`src/verilog/mailbox_cfg.svh`:
```
// Constants for the extended-mode reader/host mailbox
`ifndef MAILBOX_CFG_SVH
`define MAILBOX_CFG_SVH
`define BLK_FIRST      8'hfc
`define BLK_THIRD      8'hfe
`define BLK_LAST       8'hff
`define BUF_BYTES      16
`define HOST_BYTES     12
`define POS_W          4
`define POS_ZERO       4'h0
`define POS_LAST       4'hf
`define RADDR_W        3
`define REG_STATUS     3'h0
`define REG_CTRL       3'h1
`define REG_EVENTS     3'h2
`define REG_BUF_DATA   3'h3
`define REG_CMD        3'h4
`define REG_BUF_POS    3'h5
`define CMD_CLEAR      8'h01
`define CMD_TRANSMIT   8'h02
`define ST_HOST_RDY    0
`define ST_HOST_BUSY   1
`define ST_RD_WIP      2
`define ST_RD_PEND     3
`define EV_RXS         0
`define EV_RXE         1
`define EV_TXE         2
`define EV_ACC         3
`define EV_W           4
`define EV_ZERO        4'h0
`define FLAGS_READY    8'h01
`endif

```
`src/verilog/mailbox_pkg.sv`:
```
// Types shared by the mailbox design files
package mailbox_pkg;
  typedef enum logic [2:0] {
    RESP_NONE = 3'b001,
    RESP_ACK  = 3'b010,
    RESP_ERR  = 3'b100
  } resp_e;
  typedef enum logic [3:0] {
    MB_EMPTY   = 4'b0001,
    MB_RX      = 4'b0010,
    MB_RX_DONE = 4'b0100,
    MB_TX      = 4'b1000
  } mb_state_e;
  typedef logic [7:0] byte_t;
endpackage

```
`src/verilog/mailbox_buffer.sv`:
```
// Sixteen-byte mailbox store with one shared 4-byte block write port, a host byte write port and a flat read of all bytes
`timescale 1ns/1ps
`include "mailbox_cfg.svh"
module mailbox_buffer #(
  parameter int BYTES = `BUF_BYTES
) (
  input  wire logic                  mclk_in,   // Clock
  input  wire logic                  rst_n_in,  // Async reset, low
  input  wire logic                  clr_in,    // Clear all bytes
  input  wire logic                  blk_we_in, // Write one 4-byte block
  input  wire logic [1:0]            blk_in,    // Block index
  input  wire logic [31:0]           blk_data_in, // Block data, byte 0 low
  input  wire logic                  byte_we_in,  // Host byte write
  input  wire logic [`POS_W-1:0]     pos_in,      // Host byte position
  input  wire logic [7:0]            byte_in,     // Host byte data
  output logic      [8*BYTES-1:0]    mem_out      // All bytes, flat
);
  logic [7:0] mem [BYTES];

  // One storage byte per entry
  genvar i;
  generate
    for (i = 0; i < BYTES; i++) begin : g_byte
      always_ff @(posedge mclk_in or negedge rst_n_in) begin
        if (!rst_n_in) begin
          mem[i] <= 8'h00;
        end else if (clr_in) begin
          mem[i] <= 8'h00;
        end else if (blk_we_in && (blk_in == 2'(i / 4))) begin
          mem[i] <= blk_data_in[8*(i%4) +: 8];
        end else if (byte_we_in && (pos_in == `POS_W'(i))) begin
          mem[i] <= byte_in;
        end
      end
      assign mem_out[8*i +: 8] = mem[i];
    end
  endgenerate
endmodule

```
`src/verilog/mailbox_core.sv`:
```
// Extended-mode mailbox between an RF reader and a host controller
//////////////////////////////////////////////////////////////////////////////
//////////////////////////////////////////////////////////////////////////////
`timescale 1ns/1ps
`include "mailbox_cfg.svh"
module mailbox_core
  import mailbox_pkg::*;
#(
  parameter int BYTES = `BUF_BYTES
) (
  input  wire logic               mclk_in,        // 25 MHz clock
  input  wire logic               rst_n_in,       // Async reset, low
  input  wire logic               field_reset_in, // RF field cycled, pulse
  input  wire logic               ext_mode_in,    // Extended mode enabled
  // Reader command side, one-cycle request
  input  wire logic               rf_req_in,      // Reader command valid
  input  wire logic               rf_write_in,    // 1 write, 0 read
  input  wire logic [7:0]         rf_block_in,    // Block address
  input  wire logic [31:0]        rf_wdata_in,    // Write data, byte 0 low
  input  wire logic               rf_frame_err_in,// CRC or framing error
  output mailbox_pkg::resp_e      rf_resp_out,    // Answer kind
  output logic                    rf_resp_valid_out, // Answer strobe
  output logic [8*BYTES-1:0]      rf_rdata_out,   // Read answer bytes
  output logic                    mem_write_out,  // Pass write to memory
  // Register port
  input  wire logic [`RADDR_W-1:0] reg_addr_in,   // Register index
  input  wire logic [7:0]         reg_wdata_in,   // Write data
  input  wire logic               reg_wr_in,      // Write strobe
  input  wire logic               reg_rd_in,      // Read strobe
  output logic [7:0]              reg_rdata_out   // Read data, next cycle
);
  // Mailbox owner, host pointer, sticky events and decoded strobes
  mb_state_e       state;
  logic [`POS_W-1:0] pos;
  logic [`EV_W-1:0] events;
  logic            host_rdy;
  logic            host_busy;
  logic            buf_clr;
  logic            blk_we;
  logic            byte_we;
  logic [8*BYTES-1:0] mem;
  logic [8*BYTES-1:0] resp;
  logic            is_mb;
  logic            wr_first;
  logic            wr_last;
  logic            wr_mid;
  logic            rd_ok;
  logic            host_wr;
  logic            host_rd;
  logic            host_lock;
  logic            cmd_clear;
  logic            cmd_tx;
  logic [`EV_W-1:0] ev_set;
  logic [`EV_W-1:0] ev_clr;
  logic            mem_wr;
  resp_e           next_resp;

  //////////////////////////////////////////////////////////////////////////
  // Request decode

  // In extended mode the top blocks never reach memory; the two low
  // address bits then pick the 4-byte slot in the buffer
  // blocks to buffer
  assign is_mb    = ext_mode_in && (rf_block_in >= `BLK_FIRST);
  assign wr_first = rf_req_in && rf_write_in && is_mb && !rf_frame_err_in
                    && (rf_block_in == `BLK_FIRST);
  assign wr_last  = rf_req_in && rf_write_in && is_mb && !rf_frame_err_in
                    && (rf_block_in == `BLK_LAST);
  assign wr_mid   = rf_req_in && rf_write_in && is_mb && !rf_frame_err_in
                    && !wr_first && !wr_last;
  // A faulty read frame must not refresh the held answer either
  // only first block readable
  assign rd_ok    = rf_req_in && !rf_write_in && is_mb && !rf_frame_err_in
                    && (rf_block_in == `BLK_FIRST);
  // Below the mailbox a write goes to memory; a message in flight is lost
  // memory writes pass on
  assign mem_wr   = rf_req_in && rf_write_in && !is_mb && !rf_frame_err_in;
  assign mem_write_out = mem_wr;

  assign host_rdy  = (state == MB_TX);
  // Host side counts as occupied until Transmit Buffer hands data over
  // busy unless data is ready
  assign host_busy = !host_rdy;
  // Only a message in flight locks the host out; a pending one may be read
  // host locked out
  assign host_lock = (state == MB_RX);
  assign host_wr   = reg_wr_in && (reg_addr_in == `REG_BUF_DATA);
  assign host_rd   = reg_rd_in && (reg_addr_in == `REG_BUF_DATA);
  // Commands are ignored while locked, so a clear cannot cut a reader message
  assign cmd_clear = reg_wr_in && (reg_addr_in == `REG_CMD)
                     && (reg_wdata_in == `CMD_CLEAR) && !host_lock;
  assign cmd_tx    = reg_wr_in && (reg_addr_in == `REG_CMD)
                     && (reg_wdata_in == `CMD_TRANSMIT) && !host_lock;
  assign byte_we   = host_wr && !host_lock && (state != MB_RX_DONE);

  //////////////////////////////////////////////////////////////////////////
  // Reader answer selection
  // Picks ACK or error for each good request and the buffer writes it makes;
  // a field cycle or host clear empties the buffer in the same cycle
  always_comb begin
    next_resp = RESP_NONE;
    blk_we    = 1'b0;
    buf_clr   = 1'b0;
    if (rf_req_in) begin
      if (rf_frame_err_in) begin
        next_resp = RESP_NONE;
      end else if (!rf_write_in) begin
        next_resp = (rd_ok || !is_mb) ? RESP_ACK : RESP_ERR;
      end else if (mem_wr) begin
        next_resp = RESP_ACK;
        buf_clr   = (state == MB_RX);
      end else begin
        case (state)
          MB_EMPTY: begin
            next_resp = wr_first ? RESP_ACK : RESP_ERR;
            blk_we    = wr_first;
          end
          MB_RX: begin
            // A repeated first block would restart the message, so it is refused
            next_resp = (wr_mid || wr_last) ? RESP_ACK : RESP_ERR;
            blk_we    = wr_mid || wr_last;
          end
          MB_RX_DONE: begin
            next_resp = RESP_ERR;
          end
          MB_TX: begin
            next_resp = wr_last ? RESP_ACK : RESP_ERR;
            buf_clr   = wr_last;
          end
          default: begin
            next_resp = RESP_ERR;
          end
        endcase
      end
    end
    if (field_reset_in || cmd_clear) begin
      buf_clr = 1'b1;
    end
  end

  // Answer strobe and data registers
  // The answer lands one cycle after the request; read data are held until
  // the next good read of the first block, so the reader may fetch them late
  always_ff @(posedge mclk_in or negedge rst_n_in) begin
    if (!rst_n_in) begin
      rf_resp_out       <= RESP_NONE;
      rf_resp_valid_out <= 1'b0;
      rf_rdata_out      <= '0;
    end else begin
      rf_resp_out       <= next_resp;
      rf_resp_valid_out <= rf_req_in && !rf_frame_err_in;
      if (rd_ok) begin
        rf_rdata_out <= resp;
      end
    end
  end

  //////////////////////////////////////////////////////////////////////////
  // Mailbox state
  // One-hot owner: empty, reader writing, reader data pending, host data out
  always_ff @(posedge mclk_in or negedge rst_n_in) begin
    if (!rst_n_in) begin
      state <= MB_EMPTY;
    end else if (field_reset_in) begin
      state <= MB_EMPTY;
    end else begin
      case (state)
        MB_EMPTY: begin
          // Either side may claim an empty buffer; the reader wins a tie
          if (wr_first) begin
            state <= MB_RX;
          end else if (cmd_tx) begin
            state <= MB_TX;
          end
        end
        MB_RX: begin
          if (mem_wr) begin
            state <= MB_EMPTY;
          end else if (wr_last) begin
            state <= MB_RX_DONE;
          end
        end
        MB_RX_DONE: begin
          // Reader data wait here until the host clears them
          // clear drops pending
          if (cmd_clear) begin
            state <= MB_EMPTY;
          end
        end
        MB_TX: begin
          // Reader release or a host clear ends the outgoing transfer
          if (wr_last || cmd_clear) begin
            state <= MB_EMPTY;
          end
        end
        default: begin
          state <= MB_EMPTY;
        end
      endcase
    end
  end

  //////////////////////////////////////////////////////////////////////////
  // Host byte pointer
  // Advances once per accepted buffer access so bytes stream in order;
  // a refused access leaves it where it is
  always_ff @(posedge mclk_in or negedge rst_n_in) begin
    if (!rst_n_in) begin
      pos <= `POS_ZERO;
    end else if (buf_clr || field_reset_in) begin
      pos <= `POS_ZERO;
    end else if (byte_we || (host_rd && !host_lock)) begin
      pos <= pos + `POS_W'(1);
    end
  end

  //////////////////////////////////////////////////////////////////////////
  // Sticky events, cleared by writing ones; a new event wins
  // Each event comes from a decoded strobe of this cycle
  always_comb begin
    ev_set = `EV_ZERO;
    ev_set[`EV_RXS] = wr_first && (state == MB_EMPTY);
    ev_set[`EV_RXE] = wr_last && (state == MB_RX);
    ev_set[`EV_TXE] = wr_last && (state == MB_TX);
    // Any buffer or command access while locked counts as a conflict
    // access conflict
    ev_set[`EV_ACC] = (host_wr || host_rd || (reg_wr_in && (reg_addr_in == `REG_CMD)))
                      && host_lock;
    ev_clr = (reg_wr_in && (reg_addr_in == `REG_EVENTS)) ? reg_wdata_in[`EV_W-1:0]
                                                          : `EV_ZERO;
  end

  // Write-one-to-clear; an event in the clearing cycle stays set
  always_ff @(posedge mclk_in or negedge rst_n_in) begin
    if (!rst_n_in) begin
      events <= `EV_ZERO;
    end else begin
      events <= (events & ~ev_clr) | ev_set;
    end
  end

  //////////////////////////////////////////////////////////////////////////
  // Register reads, data one cycle after the strobe
  // Outside that cycle the data return to zero, so no stale value shows
  always_ff @(posedge mclk_in or negedge rst_n_in) begin
    if (!rst_n_in) begin
      reg_rdata_out <= 8'h00;
    end else if (reg_rd_in) begin
      case (reg_addr_in)
        `REG_STATUS: begin
          // Bits: pending, in progress, host busy, host ready
          reg_rdata_out <= {4'h0, state == MB_RX_DONE, state == MB_RX,
                            host_busy && !host_rdy, host_rdy};
        end
        `REG_CTRL: begin
          reg_rdata_out <= {7'h00, ext_mode_in};
        end
        `REG_EVENTS: begin
          reg_rdata_out <= {4'h0, events};
        end
        `REG_BUF_DATA: begin
          // A locked buffer reads as zero rather than half-written data
          reg_rdata_out <= host_lock ? 8'h00 : mem[8*pos +: 8];
        end
        `REG_BUF_POS: begin
          reg_rdata_out <= {4'h0, pos};
        end
        default: begin
          reg_rdata_out <= 8'h00;
        end
      endcase
    end else begin
      reg_rdata_out <= 8'h00;
    end
  end

  //////////////////////////////////////////////////////////////////////////
  // Buffer and reader answer builder
  // The buffer clears in one cycle; block writes win over a host byte write
  mailbox_buffer #(.BYTES(BYTES)) u_buf (
    .mclk_in    (mclk_in),
    .rst_n_in   (rst_n_in),
    .clr_in     (buf_clr),
    .blk_we_in  (blk_we),
    .blk_in     (rf_block_in[1:0]),
    .blk_data_in(rf_wdata_in),
    .byte_we_in (byte_we),
    .pos_in     (pos),
    .byte_in    (reg_wdata_in),
    .mem_out    (mem)
  );

  // Host data show to the reader only once Transmit Buffer was given
  // flags byte
  mailbox_resp #(.BYTES(BYTES)) u_resp (
    .mem_in      (mem),
    .host_rdy_in (host_rdy),
    .host_busy_in(host_busy),
    .resp_out    (resp)
  );
endmodule

```
`src/verilog/mailbox_resp.sv`:
```
// Builds the 16-byte answer to a reader read of the first mailbox block
`timescale 1ns/1ps
`include "mailbox_cfg.svh"
module mailbox_resp #(
  parameter int BYTES = `BUF_BYTES
) (
  input  wire logic [8*BYTES-1:0] mem_in,       // Buffer bytes
  input  wire logic               host_rdy_in,  // Host message pending
  input  wire logic               host_busy_in, // Host side occupied
  output logic      [8*BYTES-1:0] resp_out      // Answer bytes
);
  logic [7:0] flags;

  // Ready with no busy reads as one; busy rides in bit 1
  // ready reads one
  always_comb begin
    flags = 8'h00;
    flags[`ST_HOST_RDY]  = host_rdy_in;
    flags[`ST_HOST_BUSY] = host_busy_in & ~host_rdy_in;
  end

  // Twelve data bytes only when data is ready, then three empty, then flags
  // fixed answer layout
  assign resp_out = {flags, 24'h000000,
                     host_rdy_in ? mem_in[8*`HOST_BYTES-1:0] : {8*`HOST_BYTES{1'b0}}};
endmodule
```
`config.mk`:
```
export PLATFORM = sky130hd
export DESIGN_NAME = mailbox_core
export DESIGN_NICKNAME = d
export VERILOG_FILES = /design/src/verilog/mailbox_pkg.sv /design/src/verilog/mailbox_buffer.sv /design/src/verilog/mailbox_core.sv /design/src/verilog/mailbox_resp.sv
export VERILOG_INCLUDE_DIRS = /design/src /design/src/verilog
export SDC_FILE = /design/constraint.sdc
export NUM_CORES = 1
export LEC_CHECK = 0
export ABC_CLOCK_PERIOD_IN_PS = 4950
export BUFFER_PORTS_ARGS = -buffer_cell sky130_fd_sc_hd__buf_2
export CORE_AREA = 2 2 131 261
export CTS_CLUSTER_SIZE = 30
export DETAILED_ROUTE_END_ITERATION = 6
export DIE_AREA = 0 0 133 263
export GPL_ROUTABILITY_DRIVEN = 0
export MAX_ROUTING_LAYER = met4
export PLACE_DENSITY_LB_ADDON = 0.15
export SYNTH_ARGS = -nofsm -noshare
export SYNTH_HDL_FRONTEND = slang
export SYNTH_HIERARCHICAL = 1
export SYNTH_SLANG_ARGS = --single-unit
```
`constraint.sdc`:
```
create_clock -name mclk_in -period 4.95 [get_ports mclk_in]
set_input_delay 0.2475 -clock mclk_in [delete_from_list [all_inputs] [get_ports mclk_in]]
set_output_delay 0.2475 -clock mclk_in [all_outputs]
set_load 0.01 [all_outputs]
```
Yosys cells after proc, flatten, opt, wreduce, memory -nomap -nowiden
Cells that the tools add are included. W data, S select, Z words.

Bits in registers: 250. Bits of input ports: 60.

Add/sub/neg operators: 1. Order comparisons: 1. Equality and inequality tests: 36. Shift operators: 1. Multiplexer cells: 83. Bitwise logic cells: 5. Reduce and logical (&&, ||, !) cells: 86.

Operators with widths (count): $mux W8 (50); $shiftx A128 B8 Y8 (1); $mux W96 (1); $logic_and A1 B1 Y1 (50); $reduce_bool A3 Y1 (16); $mux W4 (10); $pmux W8 S5 (1); $eq A4 B4 Y1 const B (9); $mux W3 (8); $eq A4 B3 Y1 const B (5); $eq A8 B8 Y1 const B (2); $pmux W4 S4 (1); $eq A4 B2 Y1 const B (3); $mux W1 (10); $pmux W3 S3 (1); $eq A4 B1 Y1 const B (2); $eq A8 B1 Y1 const B (1); $eq A8 B2 Y1 const B (1); $ge A8 B8 Y1 const B (1); $logic_or A1 B1 Y1 (8); $ne A4 B4 Y1 const B (2); $logic_not A1 Y1 (7); $eq A3 B2 Y1 const B (2); $eq A3 B3 Y1 const B (2); other kinds (18) (19).

Longest topological paths before layout
Gate-level depths: netlist (run 1).

Depth after elaboration: 17. Mapped depth: 9.

Cells and area by module
The synthesis (run 1) kept the hierarchy.

By module, submodules not included: mailbox_core (instances 1, cells each 473, area each 7038.0 um^2); mailbox_buffer (instances 1, cells each 688, area each 6789.0 um^2); mailbox_resp (instances 1, cells each 139, area each 918.4 um^2).

Least setup slack after synthesis (run 1)
Ideal clock, no wire load.

Path kind: flip-flop to flip-flop. Start: register state[1]. End: register u_buf.mem (netlist bit u_buf/mem_out[112]). Arrival: 2732 ps. Path slack: 2072 ps. Stages on the path, launching flop included: 9. Period minus slack after synthesis: 2878 ps. Path through: dfrtp_1 -> nor4b_1 -> inv_1 -> or2_2 -> or3b_1 -> buf_6 -> clkbuf_1 -> clkbuf_1 -> a221oi_1.

Elaborated cells on any way between the ends: 25.

RTL lines: start: declaration (line mailbox_core.sv:33) `mb_state_e state;`; start signal: assignment (line mailbox_core.sv:163) `state <= MB_EMPTY;`; start signal: assignment (line mailbox_core.sv:165) `state <= MB_EMPTY;`; start signal: assignment (line mailbox_core.sv:171) `state <= MB_RX;`; $eq A4 B4 Y1 (*); net host_rdy (line mailbox_core.sv:36) `logic host_rdy;`; $mux W1 (*) (line mailbox_core.sv:113) `case (state)`; $mux W1 (*) (line mailbox_core.sv:109) `end else if (mem_wr) begin`; $mux W1 (*) (line mailbox_core.sv:107) `end else if (!rf_write_in) begin`; $mux W1 (*) (line mailbox_core.sv:105) `if (rf_frame_err_in) begin`; $mux W1 (*) (line mailbox_core.sv:104) `if (rf_req_in) begin`; $mux W1 (*) (line mailbox_core.sv:136) `if (field_reset_in || cmd_clear) begin`; net buf_clr (line mailbox_core.sv:38) `logic buf_clr;`; $reduce_bool A3 Y1 (no source line) / $mux W8 (equally long branches); end signal: indexed assignment (line mailbox_buffer.sv:30) `mem[i] <= blk_data_in[8*(i%4) +: 8];`; end signal: indexed assignment (line mailbox_buffer.sv:32) `mem[i] <= byte_in;`; end: declaration (line mailbox_buffer.sv:18) `logic [7:0] mem [BYTES];`.

Mark *: on every way through the listed nets, which the timed path passes. The rest lies on a longest branch. A chain may end at the register's enable or synchronous reset.

Final worst setup path (run 1)
Start: register state[3]. End: register u_buf.mem (netlist bit u_buf/mem_out[94]).

Longest elaborated chain between the ends: 9. Elaborated cells on any way between the ends: 25.

Ends and longest elaborated chain: $eq A4 B2 Y1 / $eq A4 B1 Y1 (equally long branches) (line mailbox_core.sv:86, mailbox_core.sv:111, mailbox_core.sv:113); $pmux W1 S2 (line mailbox_core.sv:113); $mux W1 (line mailbox_core.sv:109); $mux W1 (line mailbox_core.sv:107); $mux W1 (line mailbox_core.sv:105); $mux W1 (line mailbox_core.sv:104); $logic_and A1 B1 Y1 (line mailbox_buffer.sv:29) `end else if (blk_we_in && (blk_in == 2'(i / 4))) begin`; $mux W8 (line mailbox_buffer.sv:29); $mux W8 (line mailbox_buffer.sv:27) `end else if (clr_in) begin`.

Several ways; a longest one is shown, not always the timed one.

==> flow_summary.ini, run 1 <==
[hold_path]
sink_of_the_worst_hold_path = rf_resp_valid_out
hold_path.class = in -> reg
min_path_cells = 2
hold_path_startpoint = rf_req_in

[global_route]
wire_length_of_the_first_global_routing_pass_um = 79800
initial_antenna_violation_count = 1
globalRouteTotalUtil_pct = 31.0
grt_start_max_net_pins = 125
globalRouteOverflowTotal = 0
grt_pass1_vias = 12241

[worst_setup_path]
cp_cell_sequence = or4b_1 -> and3b_1 -> a41o_1 -> or3b_4 -> buf_4 -> a221oi_1
worst_setup_path_end_kind = flip-flop
criticalPathCategory = reg -> reg
timing.rr.end = u_buf/mem_out[94]
regToRegStartpoint = state[3]
timing.critical_path.required_ns = 5.38
worst-r2r-cell-count = 6
cpMaxStageDelayCell = sky130_fd_sc_hd__or4b_1
cp-start-kind = flip-flop
cp_data_arrival_time_ns = 3.80
cp_max_fo = 104
reg2reg_setup_slack_ns = 1.58
worst_path_largest_cell_delay_ns = 0.70

[floorplanning]
core_um2 = 32800
effective_utilization_at_floorplan_pct = 44.9
core.rowCount = 94
die_span_in_x_um = 133
full_die_area_um2 = 35000
ioPinCount = 201
chipHeight_um = 263

[cells_and_area]
finalNetCount = 1484
nFillCells = 3007
ff_latch_area_um2 = 7010
finalNonFillerCells = 1877
layout.cells.most_common_list = sky130_fd_sc_hd__dfrtp_1, sky130_fd_sc_hd__buf_2, sky130_fd_sc_hd__o21ai_0
post-route-cell-area_um2 = 16700
synthToLayoutAreaGrowth_pct = 12.9
drive_gt1_share_pct = 32.6
layout_commonest_cell = sky130_fd_sc_hd__dfrtp_1
area_of_the_multi_input_gates_um2 = 6910

[clock_network]
clk_root_buffer_cell = sky130_fd_sc_hd__clkbuf_16
ctsLongestPathBuffers = 3
clkSlewWorstSetupHoldPaths_ns = 0.07
cts.hold.buffers_added = 3
htreeDepth = 1
numCtsBuffers = 27
cts_resized = 0
tritoncts = yes
worstSkewPairLatency_ns = 0.56
post_cts.repair.setup_buffers = 0
tritoncts_num_sinks = 280

[yosys]
netlist_area_um2 = 14700
synth-seq-cells = 280
synthesis.yosys.warnings = 6
portion_of_the_post_synthesis_area_used_by_sequential_elements_pct = 47.5
count_of_flip_flops_with_a_built_in_enable_after_synthesis = 0
synth.distinct_cells = 59
synthArstFlopShare_pct = 100
avgSynthCellArea_um2 = 11.3
synthFlopType = sky130_fd_sc_hd__dfrtp_1
netlist_instances = 1300

[sta]
fmax_mhz = 297
period_minus_slack_ns = 3.37
finalSetupViolCount = 0
final_min_period_over_clock_period_pct = 68.0
rsz0062_at_grt = no
timing.final.hold_violations = 0
fin_worst_skew_ns = 0.0169
final.hold.worst_slack_ns = 0.0102
slew-limit-headroom_pct = 16.7
timing_worst_slew_pin_value_ns = 1.25
setup_tns_ns = 0
number_of_pins_with_negative_max_slew_slack_in_the_final_report = 0

[run_status]
run_status = finished clean

[placed_design]
numPortBuffers = 200
dpl_cell_area_um2 = 15700
placed_cells = 1823
place_hpwl_um = 35200

[routing]
detailed_route_drc_error_count = 0
antenna_violating_nets_post_route = 0
drt-vias-per-instance = 6.49
initialDrtViolationCount = 1452
route.vias.total = 12185
drt-wirelength-per-cell_um = 28.5
drtPass1Iterations = 7
detail_route.wirelength_um = 53400

[pwr]
power.density_nw_per_um2 = 281
ir_drop_mv = 0.305
power.static_leakage_nw = 7.62

[run]
drv_cap = 0
==> per-stage QoR <==
step,setup WS [ns],util [%],total power [mW]
2_1_floorplan,2.07,-,2.47
3_3_place_gp,1.79,48.0,2.59
3_5_place_dp,1.72,48.0,2.59
4_1_cts,1.69,50.7,4.70
5_1_grt,1.47,50.7,4.82
6_report,1.58,50.7,4.68
==> per-layer routing <==
layer  routed length (um)  vias up  track usage (%)
li1                     -     5084                -
met1                18800     6008             35.8
met2                24800      876             48.3
met3                 4680      217             5.08
met4                 5150        0             23.2
met5                    0        -                -
==> critical path, delay by kind of cell, from the launching register on <==
| kind | cells | cell delay [ns] |
|---|---|---|
| AO/OA/AOI/OAI | 2 | 0.64 |
| buffers and inverters | 1 | 0.52 |
| flip-flops | 1 | 0.42 |
| AND/OR/NAND/NOR | 3 | 1.55 |
==> worst max path at each step <==
stage,endpoint,startpoint,slack [ns]
2_1_floorplan,u_buf/mem_out[112],state[1],2.07
3_3_place_gp,u_buf/mem_out[22],state[3],1.79
5_1_grt,u_buf/mem_out[99],state[0],1.47
6_report,u_buf/mem_out[94],state[3],1.58
4_1_cts,u_buf/mem_out[1],state[3],1.69
3_5_place_dp,u_buf/mem_out[108],state[3],1.72
==> final cells by class <==
| class | instances | area share [%] |
|---|---|---|
| Timing Repair Buffer | 231 | 7.74 |
| Sequential cell | 280 | 42.1 |
| Inverter | 4 | 0.0902 |
| Antenna cell | 2 | 0.0301 |
| Clock inverter | 10 | 0.549 |
| Tap cell | 432 | 3.25 |
| Clock buffer | 39 | 4.75 |
| Multi-Input combinational cell | 879 | 41.5 |
==> flip-flops by register name, summed over array words and instances (netlist names) <==
signal             count
reg_rdata_out          8
events                 4
rf_resp_valid_out      1
u_buf/mem_out        128
rf_resp_out            3
state                  4
rf_rdata_out         128
pos                    4
==> synthesized netlist by cell type (all sizes together) (2+ instances only) <==
master,n,area [um^2]
or2,3,18.8
nor4b,3,26.3
mux2,128,1440
o21ai,136,681
mux4,36,811
or4b,2,20.0
o2bb2ai,4,35.0
nand3,5,25.0
buf,106,731
nor3b,5,60.1
and3,13,81.3
a21oi,97,489
dfstp,2,52.6
nand2b,6,37.5
o31ai,2,15.0
xnor2,3,26.3
and2,99,619
dfrtp,278,6960
nor3,4,20.0
nand2,18,67.6
o221ai,4,35.0
inv,4,15.0
nor2,17,73.8
nor2b,42,263
nand4,4,25.0
mux2i,9,90.1
clkbuf,60,231
a21boi,3,22.5
a31oi,36,225
and3b,23,201
nand3b,3,22.5
or3b,2,20.0
a31o,2,17.5
a221oi,129,1190
==> cells by family after synthesis <==
| kind of cell | Yosys count | share of synthesized area (%) |
|---|---|---|
| AO/OA/AOI/OAI | 419 | 18.7 |
| flip-flops | 280 | 47.5 |
| AND/OR/NAND/NOR | 253 | 10.9 |
| multiplexers | 173 | 15.9 |
| buffers and inverters | 170 | 6.63 |
| XOR/XNOR | 3 | 0.178 |
| adder cells (fa/ha/maj) | 1 | 0.0848 |
| other | 1 | 0.0254 |
==> where the power goes <==
group / switching [mW] / leakage, nW / internal [mW] / total (mW)
registers: 0.00564 / 3.90 / 2.29 / 2.30
clock network: 0.959 / 0.432 / 1.17 / 2.13
logic: 0.191 / 3.29 / 0.0597 / 0.251
Note: power is estimated with default switching activity, not from simulation.
==> inputs of run 2 (changes only) <==
--- a/config.mk
+++ b/config.mk
@@ -6,12 +6,13 @@
 export SDC_FILE = /design/constraint.sdc
 export NUM_CORES = 1
 export LEC_CHECK = 0
-export ABC_CLOCK_PERIOD_IN_PS = 4950
+export ABC_AREA = 1
+export ABC_CLOCK_PERIOD_IN_PS = 3300
 export BUFFER_PORTS_ARGS = -buffer_cell sky130_fd_sc_hd__buf_2
-export CORE_AREA = 2 2 131 261
+export CORE_AREA = 2 2 134 267
 export CTS_CLUSTER_SIZE = 30
 export DETAILED_ROUTE_END_ITERATION = 6
-export DIE_AREA = 0 0 133 263
+export DIE_AREA = 0 0 136 269
 export GPL_ROUTABILITY_DRIVEN = 0
 export MAX_ROUTING_LAYER = met4
 export PLACE_DENSITY_LB_ADDON = 0.15
==> constraint.sdc (replaced) <==
create_clock -name mclk_in -period 3.3 [get_ports mclk_in]
set_input_delay 0.165 -clock mclk_in [delete_from_list [all_inputs] [get_ports mclk_in]]
set_output_delay 0.165 -clock mclk_in [all_outputs]
set_load 0.01 [all_outputs]
==> run 2 against run 1 <==
Sequential power grew 61%. Core utilization is 0.46 points higher. Critical path type unchanged. Synthesized area rose by 4.3%. Wire length fell by 8.4%. Critical endpoint is now u_buf/mem_out[56]. Register-to-register slack lost 1.0 ns. Sequential share of layout area shrank 2.7 points. Highest routed layer unchanged. Critical path depth rose by 6. Final area is 6.7% higher. Worst hold slack better by 0.040 ns. First-iteration DRC count down 11%. Die area rose by 4.6%. Via count increased by 7.0%.
==> flow_summary.ini, run 2 <==
[yosys]
portion_of_the_post_synthesis_area_used_by_sequential_elements_pct = 45.6
synthArstFlopShare_pct = 100
avgSynthCellArea_um2 = 8.35
netlist_area_um2 = 15400
count_of_flip_flops_with_a_built_in_enable_after_synthesis = 0
synth-seq-cells = 280
synthesis.yosys.warnings = 6
synthFlopType = sky130_fd_sc_hd__dfrtp_1
synthTopCellsByArea = sky130_fd_sc_hd__dfrtp_1, sky130_fd_sc_hd__nand2_1, sky130_fd_sc_hd__mux2_4
synth_common_cells = sky130_fd_sc_hd__nand2_1, sky130_fd_sc_hd__nor2_1, sky130_fd_sc_hd__dfrtp_1
synth.distinct_cells = 41
synth_most_common_cell = sky130_fd_sc_hd__nand2_1
netlist_instances = 1841
synth_top_area_share_pct = 45.3
library_cell_occupying_the_most_area_in_the_post_synthesis_netlist = sky130_fd_sc_hd__dfrtp_1

[routing]
drtPass1Iterations = 5
antenna_violating_nets_post_route = 0
initialDrtViolationCount = 1295
detailed_route_drc_error_count = 0
route.vias.total = 13032
drt-vias-per-instance = 5.20
drt-wirelength-per-cell_um = 19.5
detail_route.wirelength_um = 48900

[cells_and_area]
synthToLayoutAreaGrowth_pct = 15.6
area_of_the_multi_input_gates_um2 = 7120
n_antenna_cell = 0
layout_commonest_cell = sky130_fd_sc_hd__nand2_1
ff_latch_area_um2 = 7010
drive_gt1_share_pct = 24.8
nFillCells = 3452
layout.cells.most_common_list = sky130_fd_sc_hd__nand2_1, sky130_fd_sc_hd__nor2_1, sky130_fd_sc_hd__dfrtp_1
finalNetCount = 2103

[clock_network]
clk_root_buffer_cell = sky130_fd_sc_hd__clkbuf_16
tritoncts_num_sinks = 280
clkSlewWorstSetupHoldPaths_ns = 0.06
worstSkewPairLatency_ns = 0.56
post_cts.repair.setup_buffers = 0
tritoncts = yes
cts.hold.buffers_added = 10
numCtsBuffers = 27
ctsLongestPathBuffers = 3
htreeDepth = 1
cts_resized = 0

[pwr]
power.sequential.fraction_pct = 44.8
power.static_leakage_nw = 10.6
power.density_nw_per_um2 = 466
switching_power_mw = 2.28
p_clk_share_pct = 43.1
combinationalPowerShare_pct = 12.1
ir_drop_mv = 0.452
power_mw = 8.28
power_switching_share_pct = 27.6
internal_power_mw = 6.00

[worst_setup_path]
cpMaxStageDelayCell = sky130_fd_sc_hd__dfrtp_1
worst_setup_path_end_kind = flip-flop
cp_max_fo = 24
cpMostUsedCell = sky130_fd_sc_hd__nand2_1
regToRegStartpoint = state[3]
cp_data_arrival_time_ns = 3.15
cp_cell_sequence = inv_1 -> nand2_1 -> nor2_2 -> inv_1 -> a31oi_1 -> nand3_1 -> clkinv_2 -> nand2_1 -> inv_2 -> nand2_1 -> nand2_1 -> nand2_1
critPathLaunch = state[3]
reg2reg_setup_slack_ns = 0.59
timing.critical_path.required_ns = 3.74
criticalPathCategory = reg -> reg
timing.rr.end = u_buf/mem_out[56]
cp-start-kind = flip-flop
worst-r2r-cell-count = 12
worst_path_largest_cell_delay_ns = 0.37

[floorplanning]
core.rowCount = 97
full_die_area_um2 = 36600
effective_utilization_at_floorplan_pct = 44.3
ioPinCount = 201
core_um2 = 34700
chipHeight_um = 269
die_span_in_x_um = 136

[sta]
period_minus_slack_ns = 2.71
timing_worst_slew_pin_value_ns = 0.936
fin_worst_skew_ns = 0.0109
rsz0062_at_grt = no
timing.final.hold_violations = 0
number_of_pins_with_negative_max_slew_slack_in_the_final_report = 0
fmax_mhz = 369
setup_tns_ns = 0
finalSetupViolCount = 0
final_min_period_over_clock_period_pct = 82.2
slew-limit-headroom_pct = 37.6

[global_route]
grt_start_max_net_pins = 102
globalRouteTotalUtil_pct = 27.6
wire_length_of_the_first_global_routing_pass_um = 74000
grt_pass1_vias = 12487
initial_antenna_violation_count = 0
globalRouteOverflowTotal = 0

[hold_path]
hold_path.class = in -> reg
sink_of_the_worst_hold_path = rf_resp_out[2]
hold_path_startpoint = ext_mode_in
min_path_cells = 5

[run]
drv_cap = 0

[run_status]
run_status = finished clean

[placed_design]
numPortBuffers = 200
place_hpwl_um = 35300
[run 2: final cells by class]
| type | count | area share, % |
|---|---|---|
| sequential | 280 | 39.4 |
| clock buffer | 34 | 4.17 |
| timing repair buffer | 250 | 8.50 |
| multi-input combinational | 1334 | 40.1 |
| tap | 445 | 3.13 |
| inverter | 149 | 3.15 |
| clock inverter | 15 | 1.51 |
[run 2: kinds of logic after synthesis]
kind of cell | after synthesis | synth area share [%]
and+or+nand+nor | 1064 | 28.8
DFF | 280 | 45.6
buffers and inverters | 256 | 8.77
muxes | 128 | 12.3
AOI/OAI and AO/OA | 108 | 4.27
xor gates and xnor gates | 3 | 0.171
adders and majority gates | 1 | 0.0814
other | 1 | 0.0244
[run 2: how the worst max path moves through the flow]
stage	endpoint	slack, ns	cells after the start
after global routing	u_buf/mem_out[61]	0.29	12
final	u_buf/mem_out[56]	0.59	12
after detailed placement	u_buf/mem_out[56]	0.63	12
after floorplan	u_buf/mem_out[104]	1.09	13
after global placement	u_buf/mem_out[56]	0.71	12
after CTS	u_buf/mem_out[56]	0.61	12
[run 2: per-layer routing]
metal	vias up	wire length [um]	track usage, %
li1	6170	-	-
met1	6166	18700	33.6
met2	562	24100	45.1
met3	134	3280	3.08
met4	0	2880	14.2
met5	-	0	-
[run 2: per-stage QoR]
stage                     cells  utilization [%]  hold slack, ns  cell area (um^2)  setup WS, ns
after CTS                  2507             51.2          0.0297             17800         0.614
after detailed placement   2448             48.0           0.228             16700         0.628
after global placement     2448             48.0           0.220             16700         0.705
after floorplan            1870                -          -0.131             15500          1.09
final                      2507             51.2          0.0506             17800         0.587
after global routing       2507             51.2          0.0541             17800         0.288
[run 2: critical path: cells and delay by family (launching register included)]
kind | cells | cell delay (ns)
compound gates | 1 | 0.28
buf+inv | 4 | 0.82
flops | 1 | 0.37
simple gates | 7 | 1.12
[run 2: power groups by stage]
stage          sequential [mW]  clock [mW]  combinational [mW]
3_3_place_gp              3.77           0               0.983
6_report                  3.71        3.57                1.00
3_5_place_dp              3.77           0               0.987
4_1_cts                   3.71        3.64               0.999
2_1_floorplan             3.72           0               0.610
5_1_grt                   3.73        3.78                1.11
